$ cat src/design/mirror_branch_cfg.svh
// Constants for the mirrored memory branch controller.
`ifndef MIRROR_BRANCH_CFG_SVH
`define MIRROR_BRANCH_CFG_SVH
`define ADDR_W 36
`define MIRROR_LIMIT_BIT 35
`define BRANCH_SEL_BIT 6
`define FRAME_XFERS 12
`define NB_LANES 14
`define NB_IDLE_LANE 13
`define SB_LANES 10
`define SB_CH_BYTES 8
`define NB_CH_BYTES 16
`define BAD_DEV_THRESH 4'h3
`define DEV_COUNT 18
`define SINGLE_BEATS 4
`define SINGLE_BEAT_BYTES 8
`endif

$ cat src/design/mirror_branch_pkg.sv
// Types shared by the mirrored memory branch controller.
package mirror_branch_pkg;
	typedef enum logic [1:0] {MODE_UNSET, MODE_DUAL, MODE_SINGLE, MODE_MIRROR} mode_t;
	typedef enum logic [1:0] {ST_IDLE, ST_WR, ST_RD, ST_RETRY} state_t;
endpackage : mirror_branch_pkg

$ cat src/design/frame_slicer.sv
// Northbound frame deserializer clocked by sampled edges of the reference clock.
`timescale 1ns/10ps
`include "mirror_branch_cfg.svh"
module frame_slicer #(
	parameter int LANES = 26,
	parameter int XFERS = `FRAME_XFERS,
	parameter int PAY_W = 256
) (
	input wire logic i_clk,
	input wire logic i_rst_b,
	input wire logic i_link_clk,
	input wire logic [LANES-1:0] i_lanes,
	output logic o_xfer,
	output logic o_frame_end,
	output logic [PAY_W-1:0] o_payload,
	output logic o_valid
);
	localparam int SH_W = LANES * XFERS;

	logic clk_s1_q;
	logic clk_s2_q;
	logic clk_s3_q;
	logic [LANES-1:0] lane_s1_q;
	logic [LANES-1:0] lane_s2_q;
	logic [3:0] cnt_q;
	logic [SH_W-1:0] shift_q;
	wire rise;
	wire last;
	wire [SH_W-1:0] shift_d;

	// The reference clock is slow against i_clk, so edges are found by sampling.
	assign rise = clk_s2_q & ~clk_s3_q;
	assign last = rise && (cnt_q == 4'(XFERS - 1));
	assign shift_d = {shift_q[SH_W-LANES-1:0], lane_s2_q};

	// Clock and lanes pass the same two stages, so data stays aligned to the edge.
	always_ff @(posedge i_clk or negedge i_rst_b) begin
		if (!i_rst_b) begin
			clk_s1_q <= 1'b0;
			clk_s2_q <= 1'b0;
			clk_s3_q <= 1'b0;
			lane_s1_q <= '0;
			lane_s2_q <= '0;
		end else begin
			clk_s1_q <= i_link_clk;
			clk_s2_q <= clk_s1_q;
			clk_s3_q <= clk_s2_q;
			lane_s1_q <= i_lanes;
			lane_s2_q <= lane_s1_q;
		end
	end

	// One transfer per rising reference edge; the first transfers carry the payload.
	always_ff @(posedge i_clk or negedge i_rst_b) begin
		if (!i_rst_b) begin
			cnt_q <= 4'h0;
			shift_q <= '0;
			o_payload <= '0;
			o_valid <= 1'b0;
			o_xfer <= 1'b0;
			o_frame_end <= 1'b0;
		end else begin
			o_xfer <= rise;
			o_frame_end <= last;
			o_valid <= last;
			if (rise) begin
				shift_q <= shift_d;
				cnt_q <= last ? 4'h0 : cnt_q + 4'h1;
			end
			if (last) begin
				o_payload <= shift_d[SH_W-1 -: PAY_W];
			end
		end
	end
endmodule : frame_slicer

$ cat src/design/mirrored_memory_branch_control.sv
// Branch operating modes, mirroring, read retry and channel framing.
`timescale 1ns/10ps
`include "mirror_branch_cfg.svh"
module mirrored_memory_branch_control #(
	parameter int AW = `ADDR_W,
	parameter int DEVS = `DEV_COUNT
) (
	input wire logic i_clk,
	input wire logic i_rst_b,
	input wire logic i_link_clk,
	input wire logic i_cfg_load,
	input wire logic i_cfg_mirror,
	input wire logic i_cfg_single,
	input wire logic [2:0] i_speed_b0,
	input wire logic [2:0] i_speed_b1,
	input wire logic i_sw_degrade,
	input wire logic i_sw_degrade_br,
	input wire logic i_sw_resume,
	input wire logic [1:0] i_dimm_fail,
	input wire logic i_stat_clr,
	input wire logic i_req_valid,
	input wire logic i_req_write,
	input wire logic [AW-1:0] i_req_addr,
	input wire logic [AW-1:0] i_req_addr_b,
	input wire logic [127:0] i_req_wdata,
	input wire logic [1:0] i_br_ack,
	input wire logic [1:0] i_ret_valid,
	input wire logic [255:0] i_ret_data0,
	input wire logic [255:0] i_ret_data1,
	input wire logic [1:0] i_ret_ce,
	input wire logic [1:0] i_ret_ue,
	input wire logic [1:0] i_ret_single_bit,
	input wire logic [4:0] i_ret_dev0,
	input wire logic [4:0] i_ret_dev1,
	input wire logic i_ret_adj16,
	input wire logic [27:0] i_nb_lanes0,
	input wire logic [27:0] i_nb_lanes1,
	output mirror_branch_pkg::mode_t o_mode,
	output logic o_ecc_single,
	output logic [2:0] o_run_speed,
	output logic [1:0] o_online,
	output logic o_req_ready,
	output logic o_req_refused,
	output logic [1:0] o_br_cmd_valid,
	output logic o_br_cmd_write,
	output logic [AW-1:0] o_br_addr0,
	output logic [AW-1:0] o_br_addr1,
	output logic o_wr_done,
	output logic o_resp_valid,
	output logic [255:0] o_resp_data,
	output logic o_resp_branch,
	output logic o_resp_err,
	output logic o_flag_offline,
	output logic o_flag_ue_retry,
	output logic [19:0] o_sb_lanes0,
	output logic [19:0] o_sb_lanes1,
	output logic [255:0] o_nb_payload0,
	output logic [255:0] o_nb_payload1,
	output logic [1:0] o_nb_valid
);
	localparam int SB_W = 2 * `SB_LANES * `FRAME_XFERS;
	localparam int SB_PAY = 2 * `SB_CH_BYTES * 8;
	localparam int NB_PAY = 2 * `NB_CH_BYTES * 8;
	localparam int BEAT_W = `SINGLE_BEAT_BYTES * 8;
	localparam int CW_W = BEAT_W * (`SINGLE_BEATS - 1);

	mirror_branch_pkg::mode_t mode_q;
	mirror_branch_pkg::state_t st_q;
	mirror_branch_pkg::state_t st_d;
	logic cfg_done_q;
	logic [1:0] online_q;
	logic [1:0] failed_q;
	logic [1:0] need_q;
	logic [1:0] got_q;
	logic [1:0] ack_q;
	logic retried_q;
	logic retry_pend_q;
	logic retry_br_q;
	logic [AW-1:0] retry_addr_q;
	logic [AW-1:0] addr0_q;
	logic [AW-1:0] addr1_q;
	logic [1:0] beat_q;
	logic [CW_W-1:0] cw_q;
	logic [3:0] bad_cnt_q [DEVS];
	logic [1:0] pend_v_q;
	logic pend_w_q;
	logic [AW-1:0] pend_addr_q [2];
	logic [SB_PAY-1:0] pend_data_q;
	logic [SB_W-1:0] sb_sh_q [2];
	logic xfer;
	logic frame_end;
	logic [DEVS-1:0] mark_v;

	// Mode and branch availability decode.
	wire mirror = (mode_q == mirror_branch_pkg::MODE_MIRROR);
	wire single = (mode_q == mirror_branch_pkg::MODE_SINGLE);
	wire both_on = &online_q;
	wire cfg_take = i_cfg_load && !cfg_done_q;
	wire req_take = (st_q == mirror_branch_pkg::ST_IDLE) && i_req_valid && cfg_done_q;
	// Mirrored range limit
	// Mirrored space limit.
	wire range_err = mirror && i_req_addr[`MIRROR_LIMIT_BIT];
	wire issue = req_take && !range_err;
	wire retry_issue = (st_q == mirror_branch_pkg::ST_RETRY);
	// Target branch selection
	// Independent branch select.
	wire [1:0] tgt = mirror ? (both_on ? 2'b11 : online_q) :
		single ? 2'b01 : (i_req_addr[`BRANCH_SEL_BIT] ? 2'b10 : 2'b01);
	wire [1:0] retry_bit = retry_br_q ? 2'b10 : 2'b01;
	wire [1:0] cmd_v_d = issue ? tgt : (retry_issue ? retry_bit : 2'b00);
	wire [AW-1:0] cmd_a0_d = retry_issue ? retry_addr_q : i_req_addr;
	wire [AW-1:0] cmd_a1_d = retry_issue ? retry_addr_q :
		(mirror && both_on && !i_req_write) ? i_req_addr_b : i_req_addr;

	// Write completion needs every targeted acknowledge.
	// Wait all targeted acks.
	wire [1:0] ack_nx = ack_q | (i_br_ack & need_q);
	wire wr_all = (st_q == mirror_branch_pkg::ST_WR) && (ack_nx == need_q);

	// Return selection; branch 0 wins a tie since branch 1 is staggered.
	wire in_rd = (st_q == mirror_branch_pkg::ST_RD);
	wire rb = ~i_ret_valid[0];
	wire [1:0] rbit = rb ? 2'b10 : 2'b01;
	wire beat_last = (beat_q == 2'(`SINGLE_BEATS - 1));
	wire ret_fire = in_rd && (single ? (i_ret_valid[0] && beat_last) : (|i_ret_valid));
	wire r_ce = i_ret_ce[rb];
	wire r_ue = i_ret_ue[rb];
	wire r_sb = i_ret_single_bit[rb];
	wire [4:0] r_dev = rb ? i_ret_dev1 : i_ret_dev0;
	wire [255:0] r_data = single ? {i_ret_data0[BEAT_W-1:0], cw_q} : (rb ? i_ret_data1 : i_ret_data0);
	// Escalation of weak corrections
	// Marked device escalation.
	wire ue_eff = r_ue || (r_sb && (|mark_v)) || (single && r_ce && !i_ret_adj16);
	wire ret_retry = ret_fire && ue_eff && mirror && !retried_q && !retry_pend_q;
	wire retry_to = online_q[~rb] ? ~rb : rb;
	wire [1:0] got_nx = got_q | (ret_fire ? rbit : 2'b00);
	wire rd_all = ret_fire && (got_nx == need_q);
	wire dev_ok = (r_dev < 5'(DEVS));

	// Degrade, resume and failure shape the set of live branches.
	// Degrade keeps one branch.
	wire [1:0] deg_mask = i_sw_degrade_br ? 2'b10 : 2'b01;
	wire [1:0] on_deg = (i_sw_degrade && both_on) ? (online_q & ~deg_mask) : online_q;
	wire [1:0] on_res = i_sw_resume ? ~failed_q : on_deg;
	wire [1:0] failed_d = failed_q | i_dimm_fail;
	wire [1:0] online_d = (cfg_done_q && mirror) ? (on_res & ~failed_d) : online_q;
	wire off_evt = |(online_q & ~online_d);

	// Slowest speed within a mirrored slot position.
	// Slowest module speed.
	wire [2:0] speed_min = (i_speed_b1 < i_speed_b0) ? i_speed_b1 : i_speed_b0;
	wire mirror_branch_pkg::mode_t mode_d = i_cfg_mirror ? mirror_branch_pkg::MODE_MIRROR :
		i_cfg_single ? mirror_branch_pkg::MODE_SINGLE : mirror_branch_pkg::MODE_DUAL;

	genvar gd;
	generate
		for (gd = 0; gd < DEVS; gd++) begin : g_mark
			assign mark_v[gd] = (bad_cnt_q[gd] == `BAD_DEV_THRESH);
		end
	endgenerate

	// Transaction sequencing.
	always_comb begin
		st_d = st_q;
		unique case (st_q)
			mirror_branch_pkg::ST_IDLE: begin
				if (issue) begin
					st_d = i_req_write ? mirror_branch_pkg::ST_WR : mirror_branch_pkg::ST_RD;
				end
			end
			mirror_branch_pkg::ST_WR: begin
				if (wr_all) begin
					st_d = mirror_branch_pkg::ST_IDLE;
				end
			end
			mirror_branch_pkg::ST_RD: begin
				if (rd_all) begin
					st_d = (retry_pend_q || ret_retry) ? mirror_branch_pkg::ST_RETRY :
						mirror_branch_pkg::ST_IDLE;
				end
			end
			mirror_branch_pkg::ST_RETRY: begin
				st_d = mirror_branch_pkg::ST_RD;
			end
		endcase
	end

	// Configuration latch and branch state; the mode holds until reset.
	always_ff @(posedge i_clk or negedge i_rst_b) begin
		if (!i_rst_b) begin
			mode_q <= mirror_branch_pkg::MODE_UNSET;
			cfg_done_q <= 1'b0;
			online_q <= 2'b00;
			failed_q <= 2'b00;
			o_run_speed <= 3'h0;
			o_ecc_single <= 1'b0;
		end else if (cfg_take) begin
			cfg_done_q <= 1'b1;
			mode_q <= mode_d;
			online_q <= (!i_cfg_mirror && i_cfg_single) ? 2'b01 : 2'b11;
			o_run_speed <= speed_min;
			o_ecc_single <= !i_cfg_mirror && i_cfg_single;
		end else if (mirror) begin
			online_q <= online_d;
			failed_q <= failed_d;
		end
	end

	// Request bookkeeping and branch commands.
	always_ff @(posedge i_clk or negedge i_rst_b) begin
		if (!i_rst_b) begin
			st_q <= mirror_branch_pkg::ST_IDLE;
			need_q <= 2'b00;
			got_q <= 2'b00;
			ack_q <= 2'b00;
			retried_q <= 1'b0;
			addr0_q <= '0;
			addr1_q <= '0;
			o_br_cmd_valid <= 2'b00;
			o_br_cmd_write <= 1'b0;
			o_br_addr0 <= '0;
			o_br_addr1 <= '0;
			o_req_ready <= 1'b0;
			o_req_refused <= 1'b0;
			o_wr_done <= 1'b0;
		end else begin
			st_q <= st_d;
			o_br_cmd_valid <= cmd_v_d;
			o_br_cmd_write <= issue && i_req_write;
			o_br_addr0 <= cmd_a0_d;
			o_br_addr1 <= cmd_a1_d;
			o_req_ready <= (st_d == mirror_branch_pkg::ST_IDLE) && (cfg_done_q || cfg_take);
			o_req_refused <= req_take && range_err;
			o_wr_done <= wr_all;
			ack_q <= (issue || wr_all) ? 2'b00 : ack_nx;
			if (issue || retry_issue) begin
				need_q <= cmd_v_d;
				got_q <= 2'b00;
				retried_q <= retry_issue;
				addr0_q <= cmd_a0_d;
				addr1_q <= cmd_a1_d;
			end else if (ret_fire) begin
				got_q <= got_nx;
			end
		end
	end

	// Read answers, single-mode beat gathering and retry capture.
	always_ff @(posedge i_clk or negedge i_rst_b) begin
		if (!i_rst_b) begin
			beat_q <= 2'b00;
			cw_q <= '0;
			retry_pend_q <= 1'b0;
			retry_br_q <= 1'b0;
			retry_addr_q <= '0;
			o_resp_valid <= 1'b0;
			o_resp_data <= '0;
			o_resp_branch <= 1'b0;
			o_resp_err <= 1'b0;
		end else begin
			if (in_rd && single && i_ret_valid[0]) begin
				beat_q <= beat_q + 2'b01;
				cw_q <= {i_ret_data0[BEAT_W-1:0], cw_q[CW_W-1:BEAT_W]};
			end
			o_resp_valid <= (ret_fire && !ret_retry) || (req_take && range_err && !i_req_write);
			o_resp_data <= r_data;
			o_resp_branch <= rb;
			o_resp_err <= ret_fire ? ue_eff : range_err;
			if (ret_retry) begin
				retry_pend_q <= 1'b1;
				retry_br_q <= retry_to;
				retry_addr_q <= rb ? addr1_q : addr0_q;
			end else if (retry_issue) begin
				retry_pend_q <= 1'b0;
			end
		end
	end

	// Repeated correctable errors per device, saturating at the mark.
	always_ff @(posedge i_clk or negedge i_rst_b) begin
		if (!i_rst_b) begin
			for (int d = 0; d < DEVS; d++) begin
				bad_cnt_q[d] <= 4'h0;
			end
		end else if (ret_fire && r_ce && !r_ue && dev_ok && !mark_v[r_dev]) begin
			bad_cnt_q[r_dev] <= bad_cnt_q[r_dev] + 4'h1;
		end
	end

	// Sticky status; a new event in the clearing cycle keeps the flag set.
	always_ff @(posedge i_clk or negedge i_rst_b) begin
		if (!i_rst_b) begin
			o_flag_offline <= 1'b0;
			o_flag_ue_retry <= 1'b0;
		end else begin
			o_flag_offline <= off_evt || (o_flag_offline && !i_stat_clr);
			o_flag_ue_retry <= ret_retry || (o_flag_ue_retry && !i_stat_clr);
		end
	end

	// Southbound frames carry the command header and write payload.
	// Commands and writes southbound.
	always_ff @(posedge i_clk or negedge i_rst_b) begin
		if (!i_rst_b) begin
			pend_v_q <= 2'b00;
			pend_w_q <= 1'b0;
			pend_data_q <= '0;
			pend_addr_q[0] <= '0;
			pend_addr_q[1] <= '0;
			sb_sh_q[0] <= '0;
			sb_sh_q[1] <= '0;
			o_sb_lanes0 <= 20'h00000;
			o_sb_lanes1 <= 20'h00000;
		end else begin
			pend_v_q <= (pend_v_q & ~{2{frame_end}}) | cmd_v_d;
			if (issue) begin
				pend_w_q <= i_req_write;
				pend_data_q <= i_req_wdata;
			end
			if (cmd_v_d[0]) begin
				pend_addr_q[0] <= cmd_a0_d;
			end
			if (cmd_v_d[1]) begin
				pend_addr_q[1] <= cmd_a1_d;
			end
			if (xfer) begin
				o_sb_lanes0 <= sb_sh_q[0][SB_W-1 -: 20];
				o_sb_lanes1 <= sb_sh_q[1][SB_W-1 -: 20];
				for (int b = 0; b < 2; b++) begin
					sb_sh_q[b] <= frame_end ?
						{pend_v_q[b], pend_w_q, pend_addr_q[b], pend_data_q,
						(SB_W - SB_PAY - AW - 2)'(0)} : {sb_sh_q[b][SB_W-21:0], 20'h00000};
				end
			end
		end
	end

	// Northbound deserializers; lane 13 of each channel is left out of the frame.
	// Drop idle lane.
	frame_slicer #(.LANES(26), .XFERS(`FRAME_XFERS), .PAY_W(NB_PAY)) u_nb0 (
		.i_clk(i_clk),
		.i_rst_b(i_rst_b),
		.i_link_clk(i_link_clk),
		.i_lanes({i_nb_lanes0[26:14], i_nb_lanes0[12:0]}),
		.o_xfer(xfer),
		.o_frame_end(frame_end),
		.o_payload(o_nb_payload0),
		.o_valid(o_nb_valid[0])
	);
	frame_slicer #(.LANES(26), .XFERS(`FRAME_XFERS), .PAY_W(NB_PAY)) u_nb1 (
		.i_clk(i_clk),
		.i_rst_b(i_rst_b),
		.i_link_clk(i_link_clk),
		.i_lanes({i_nb_lanes1[26:14], i_nb_lanes1[12:0]}),
		.o_xfer(),
		.o_frame_end(),
		.o_payload(o_nb_payload1),
		.o_valid(o_nb_valid[1])
	);

	assign o_mode = mode_q;
	assign o_online = online_q;
endmodule : mirrored_memory_branch_control

$ cat config.mk
export PLATFORM = sky130hd
export DESIGN_NAME = mirrored_memory_branch_control
export DESIGN_NICKNAME = d
export VERILOG_FILES = /design/src/design/mirror_branch_pkg.sv /design/src/design/frame_slicer.sv /design/src/design/mirrored_memory_branch_control.sv
export VERILOG_INCLUDE_DIRS = /design/src /design/src/design
export SDC_FILE = /design/constraint.sdc
export NUM_CORES = 2
export LEC_CHECK = 0
export BUFFER_PORTS_ARGS = -buffer_cell sky130_fd_sc_hd__buf_2
export CORE_AREA = 2 2 673 675
export CTS_CLUSTER_SIZE = 10
export DETAILED_ROUTE_END_ITERATION = 6
export DIE_AREA = 0 0 675 677
export GPL_TIMING_DRIVEN = 0
export HOLD_SLACK_MARGIN = 0.1
export SLEW_MARGIN = 0
export SYNTH_ARGS = -nofsm -noshare
export SYNTH_HDL_FRONTEND = slang
export SYNTH_SLANG_ARGS = --single-unit
$ cat constraint.sdc
create_clock -name i_clk -period 4.1 [get_ports i_clk]
set_input_delay 0.205 -clock i_clk [delete_from_list [all_inputs] [get_ports i_clk]]
set_output_delay 0.205 -clock i_clk [all_outputs]
set_load 0.05 [all_outputs]
-- Word-level counts from Yosys, hierarchy flattened
Index checks and enable logic that the tools add are counted.
- add/subtract/negate cells: 4
- $lt $le $gt $ge: 7
- equality and inequality tests: 28
- multiplexer cells: 60
- bitwise logic cells: 19
- reduce and logical (&&, ||, !) cells: 67
- operators by type and width (kind ; number):
    $mux 256 ; 2
    $mux 240 ; 2
    $mux 36 ; 4
    $bwmux 72 ; 1
    $eq 4x2->1 const B ; 18
    $mux 2 ; 26
    $logic_and 1x1->1 ; 37
    $bmux 4 s5 ; 1
    $demux 4 s5 ; 1
    $mux 4 ; 5
    $reduce_or 18->1 ; 1
    $mux 1 ; 14
    $add 4x1->4 const B ; 3
    $logic_not 1->1 ; 11
    $and 2x2->2 ; 5
    $eq 2x2->1 const B ; 5
    $not 2->2 ; 5
    $logic_or 1x1->1 ; 9
    $eq 4x4->1 const B ; 2
    $or 2x2->2 ; 4
    $pmux 2 s4 ; 1
    $ge 6x6->1 const B ; 1
    $lt 5x6->1 const B ; 1
    $lt 6x1->1 const B ; 1
    other kinds (16) ; 25
- bits in registers: 2660
- bits of input ports: 809
- output and inout bits: 901
- logic and storage cells: 259

-- Depth between registers and ports, before layout
- depth in word-level cells: 16
- depth in mapped cells: 12
- depth with buffers taken out: 8

-- Modules after synthesis
A second synthesis with hierarchy kept.
- cells, all modules: 8051
- area, all modules: 95112.5 sq um
- modules (own cells, without submodules) (module ; instances ; cells each ; area each (sq um) ; seq. area each (sq um)):
    mirrored_memory_branch_control ; 1 ; 4391 ; 49541.3 ; 29578.4
    frame_slicer ; 2 ; 1830 ; 22785.6 ; 15089.5

-- Worst setup path before layout
No wires, ideal clock.
- path type: input to register
- start: in i_ret_valid[0]
- end: reg bad_cnt_q[46] (netlist name)
- library setup time: 0.065 ns
- arrival time: 3.111 ns
- required time: 4.035 ns
- slack: 0.924 ns
- cell stages on the path: 10
- path buffers: 2
- cells stage by stage: buf_4 mux2i_4 mux4_1 a22o_1 nor4b_2 inv_1 ha_1 xor2_1 clkbuf_1 mux2_2
- word-level cells in the longest chain between the ends: 7
- elaborated cells between the ends (all ways): 29
- those cells by class: add/sub (1); order compare (3); mux (14); bitwise (1); reduce/logical (10)
- ends and longest elaborated chain (what ; RTL line ; RTL):
    from (decl) ; mirrored_memory_branch_control.sv:27 ; input wire logic [1:0] i_ret_valid,
    $mux 5 (tied with other cells) ; mirrored_memory_branch_control.sv:129 ; wire [4:0] r_dev = rb ? i_ret_dev1 : i_ret_dev0;
    $not 5->6 (not written as such) or $mux 1 (tied branches) ; mirrored_memory_branch_control.sv:286, mirrored_memory_branch_control.sv:125 ;
    $bmux 4 s5 (tied with other cells) ; mirrored_memory_branch_control.sv:286 ; bad_cnt_q[r_dev] <= bad_cnt_q[r_dev] + 4'h1;
    $mux 4 (not written as such) (tied with other cells) ; mirrored_memory_branch_control.sv:286 ;
    $mux 4 (not written as such) or $logic_and 1x1->1 (tied branches) ; mirrored_memory_branch_control.sv:286, mirrored_memory_branch_control.sv:285 ;
    $add 4x1->4 (tied with other cells) ; mirrored_memory_branch_control.sv:286 ;
    $bwmux 72 or $logic_and 1x1->1 (tied branches) ; mirrored_memory_branch_control.sv:286, mirrored_memory_branch_control.sv:285 ;
    to (signal, indexed assignment) ; mirrored_memory_branch_control.sv:286 ;
    to (decl) ; mirrored_memory_branch_control.sv:84 ; logic [3:0] bad_cnt_q [DEVS];
Several ways; a longest one is shown, not always the timed one. The select of a mux whose other input is x is not followed.
A chain may end at the register's enable or synchronous reset.

-- Final worst setup path
- start: in i_ret_valid[0]
- end: reg o_resp_data[163]
- word-level cells in the longest chain between the ends: 2
- ends and longest elaborated chain (what ; RTL line ; RTL):
    $mux 256 (2 in series) ; mirrored_memory_branch_control.sv:130 ; wire [255:0] r_data = single ? {i_ret_data0[BEAT_W-1:0], cw_q} : (rb ? i_ret_data1 : i_ret_data0);
    net r_data[163] ; mirrored_memory_branch_control.sv:130 ;
    to (signal assigned) ; mirrored_memory_branch_control.sv:266 ; o_resp_data <= r_data;
    to (decl) ; mirrored_memory_branch_control.sv:50 ; output logic [255:0] o_resp_data,
The timed path passes the listed nets, and every way through them passes these cells.

==> flow_metrics.tcl <==
set metrics [dict create \
    timing_worst_slew_pin_value_ns 1.48 \
    nets 12400 \
    chipHeight_um 677 \
    worst_ir_drop_vdd_v 0.000615 \
    worstHoldPathType "input pin to asynchronous set/reset pin" \
    clk_pin_slew_worst_paths_ns 0.06 \
    grt_start_max_net_pins 168 \
    grt_pass1_wl_um 690000 \
    syn2layout_area_growth_pct 38.7 \
    gp_congestion 1.04 \
    dieWidth_um 675 \
    numCtsBuffers 294 \
    master_cell_of_the_clock_root_buffer "sky130_fd_sc_hd__clkbuf_16" \
    first_global_vias 78400 \
    synthesized_flop_and_latch_total 2384 \
    outcome "finished with violations" \
    fill_cells 47100 \
    slew_violations 0 \
    share_of_the_cycle_needed_by_the_critical_path_after_routing_pct 104 \
    worst_slew_margin_relative_to_its_limit_pct 0.461 \
    worstPathMaxFanout 10 \
    mappedNetlistArea_sq_um 92700 \
    path_class "input pin to flip-flop" \
    rows 247 \
    route.detailed.drc 2 \
    crit-reg2reg-launch "o_mode[0]" \
    core_sq_um 451000 \
    final_antenna_net_count 0 \
    f_max_mhz 233 \
    vias 78600 \
    antenna_found_initial 156 \
    drt_iter0_drc 7741 \
    post_synth.cell_area_avg_sq_um 10.9 \
    detail_route.vias_per_cell 4.43 \
    clock_sink_count 2384 \
    synth-edff-count 0 \
    final_critical_path_required_period_ns 4.28 \
    regToRegSetupSlack_ns 0 \
    worst_skew_pair.late_latency_ns 0.94 \
    clockBufferDepth 4 \
    dp_hpwl_um 421000 \
    finClkSkew_ns 0.0800 \
    critical_path.endpoint "o_resp_data[163]" \
    die_area_sq_um 457000 \
    dominantRegCellSynth "sky130_fd_sc_hd__dfrtp_1" \
    synthCells 8540 \
    maxCapViolations 1 \
    wl_per_cell_um 29.6 \
    critical_path_data_arrival_time_ns 4.92 \
    initial_utilization_pct 20.6 \
    grt_setup_unrepaired "false" \
    yosys_warnings 0 \
    r2r-end "o_resp_data[116]" \
    gr-total-overflow 0 \
    grt.total_usage_pct 22.2 \
    power-per-cell-area_nw_per_um2 623 \
    ios 1710 \
    leakage_nw 63.2 \
    buffers_inserted_by_post_cts_timing_repair 0 \
    netlist-cell-type-count 72 \
    worstPathRequired_ns 4.74 \
    final-hold-violation-count 0 \
    layout-drive-gt1-share_pct 24.2 \
    clock_tree.htree_level_count 5 \
    worst_r2r_path_depth 9 \
    sequential_to_total_area_share_from_yosys_stat_pct 64.3 \
    route.final.wire_length_um 525000 \
    setup_viol 8 \
    mappedNetlistNets 9355 \
    post-route-worst-setup-slack_ns -0.184 \
    worstSetupStartpointType "input pin" \
    numPortBuffers 1704 \
    first_pass_iters 7 \
    timing.critical_path.to_type "flip-flop" \
    violations "DRC, capacitance limit, setup timing" \
    cts_tree "yes" \
    setup.worst_path.start "i_ret_valid[0]" \
    ys_async_sr_fraction_pct 100 \
    post-route-util_pct 28.5 \
    hold_slack_ns 0.131 \
]
[cells in the mapped netlist, drive strengths merged (11+ instances only)]
library cell / number / area, sq um
clkbuf: 438 / 1640
a21oi: 315 / 1580
nand2: 3232 / 12100
o21ai: 372 / 1870
mux2i: 491 / 4930
nand3: 28 / 140
nor3: 29 / 175
mux4: 16 / 387
nor4bb: 16 / 160
buf: 56 / 241
dfrtp: 2384 / 59700
nor2b: 30 / 195
nand2b: 11 / 68.8
inv: 74 / 278
a21boi: 37 / 278
nor2: 281 / 1050
mux2: 633 / 7130
[layout by cell type (no fill, tap or decap), types with 295 or more instances in the layout]
master,count
sky130_fd_sc_hd__dfrtp_1,2384
sky130_fd_sc_hd__clkbuf_16,295
sky130_fd_sc_hd__o21ai_0,358
sky130_fd_sc_hd__nand2_1,3231
sky130_fd_sc_hd__clkbuf_1,437
sky130_fd_sc_hd__a21oi_1,315
sky130_fd_sc_hd__mux2i_1,490
sky130_fd_sc_hd__dlygate4sd3_1,1001
sky130_fd_sc_hd__buf_2,1712
sky130_fd_sc_hd__mux2_2,629
[worst min path at each step]
stage | from | to | cells after the start
finish | i_rst_b | u_nb0.lane_s2_q[17] | 10
global route | i_nb_lanes1[0] | u_nb1.lane_s1_q[0] | 2
CTS | i_ret_data1[104] | o_resp_data[104] | 4
detailed placement | i_rst_b | u_nb0.shift_q[170] | 1
global placement | i_nb_lanes0[18] | u_nb0.lane_s1_q[17] | 1
floorplan | i_rst_b | ack_q[0] | 0
[sequential cells by signal, summed over array words and instances, names as in the netlist, 72 cells and up]
register	flops
bad_cnt_q	72
cw_q	192
o_resp_data	256
pend_addr_q	72
pend_data_q	128
sb_sh_q	204
u_nb0.o_payload	256
u_nb0.shift_q	286
u_nb1.o_payload	256
u_nb1.shift_q	286
[worst max-delay path: stages]
cell	delay [ns]
sky130_fd_sc_hd__buf_4	0.16
sky130_fd_sc_hd__clkbuf_1	0.60
sky130_fd_sc_hd__clkbuf_2	0.70
sky130_fd_sc_hd__clkbuf_2	0.70
sky130_fd_sc_hd__clkbuf_1	0.72
sky130_fd_sc_hd__mux2i_1	0.15
sky130_fd_sc_hd__dlygate4sd3_1	0.59
sky130_fd_sc_hd__o21ai_0	0.98
[area by class of cell]
type	instances	area (sq um)	share of cell area [%]
Tap cell	5976	7480	5.81
Inverter	75	287	0.223
Antenna cell	87	218	0.169
Multi-Input combinational cell	5587	31000	24.1
Clock inverter	54	947	0.736
Timing Repair Buffer	2742	19400	15.1
Clock buffer	340	7670	5.96
Sequential cell	2384	59700	46.4
Buffer	492	1950	1.52
[report_power, final]
group / total [mW] / leakage (nW) / internal [mW] / switching [mW]
Clock: 24.5 / 4.17 / 13.8 / 10.7
Sequential: 34.0 / 30.2 / 29.0 / 5.00
Combinational: 21.6 / 28.8 / 6.02 / 15.6
Total: 80.2 / 63.2 / 48.9 / 31.3
[per-stage QoR]
stage                     setup TNS (ns)  instance area (sq um)  cells  setup WS (ns)  power [mW]
after floorplan                        0                  92700   8540          0.924        44.5
after global placement                 -                 109000  16200         -53.24        54.4
after detailed placement         -714.76                 109000  16200          -2.97        54.7
after CTS                              0                 128000  17700        0.00122        80.4
after global routing                   0                 128000  17700        0.00538        83.3
final                             -0.779                 129000  17700         -0.184        80.2
[cells by family (layout without fill, tap and decap cells)]
| logic type | after synthesis | after routing | synth area share [%] |
|---|---|---|---|
| xor gates and xnor gates | 5 | 5 | 0.0553 |
| other | 0 | 87 | 0 |
| adders and majority gates | 6 | 6 | 0.0809 |
| buffers and inverters | 569 | 3703 | 2.34 |
| AOI/OAI and AO/OA | 776 | 776 | 4.50 |
| DFF | 2384 | 2384 | 64.3 |
| muxes | 1140 | 1140 | 13.4 |
| and+or+nand+nor | 3660 | 3660 | 15.3 |
[per-layer routing]
| layer | vias to the layer above | global-route usage [%] | wire [um] |
|---|---|---|---|
| li1 | 33900 | - | - |
| met1 | 39900 | 26.1 | 199000 |
| met2 | 3773 | 32.4 | 221000 |
| met3 | 1009 | 11.7 | 70600 |
| met4 | 58 | 12.2 | 34000 |
| met5 | - | 0 | 532 |
[what timing repair did]
| action | in CTS | in global routing |
|---|---|---|
| gates resized for setup | 39 | 15 |
| endpoints found under the hold margin | 1142 | 1 |
| hold buffers | 1010 | 1 |
| endpoints found under the setup margin | 720 | 84 |
(Power assumes the default switching activity.)
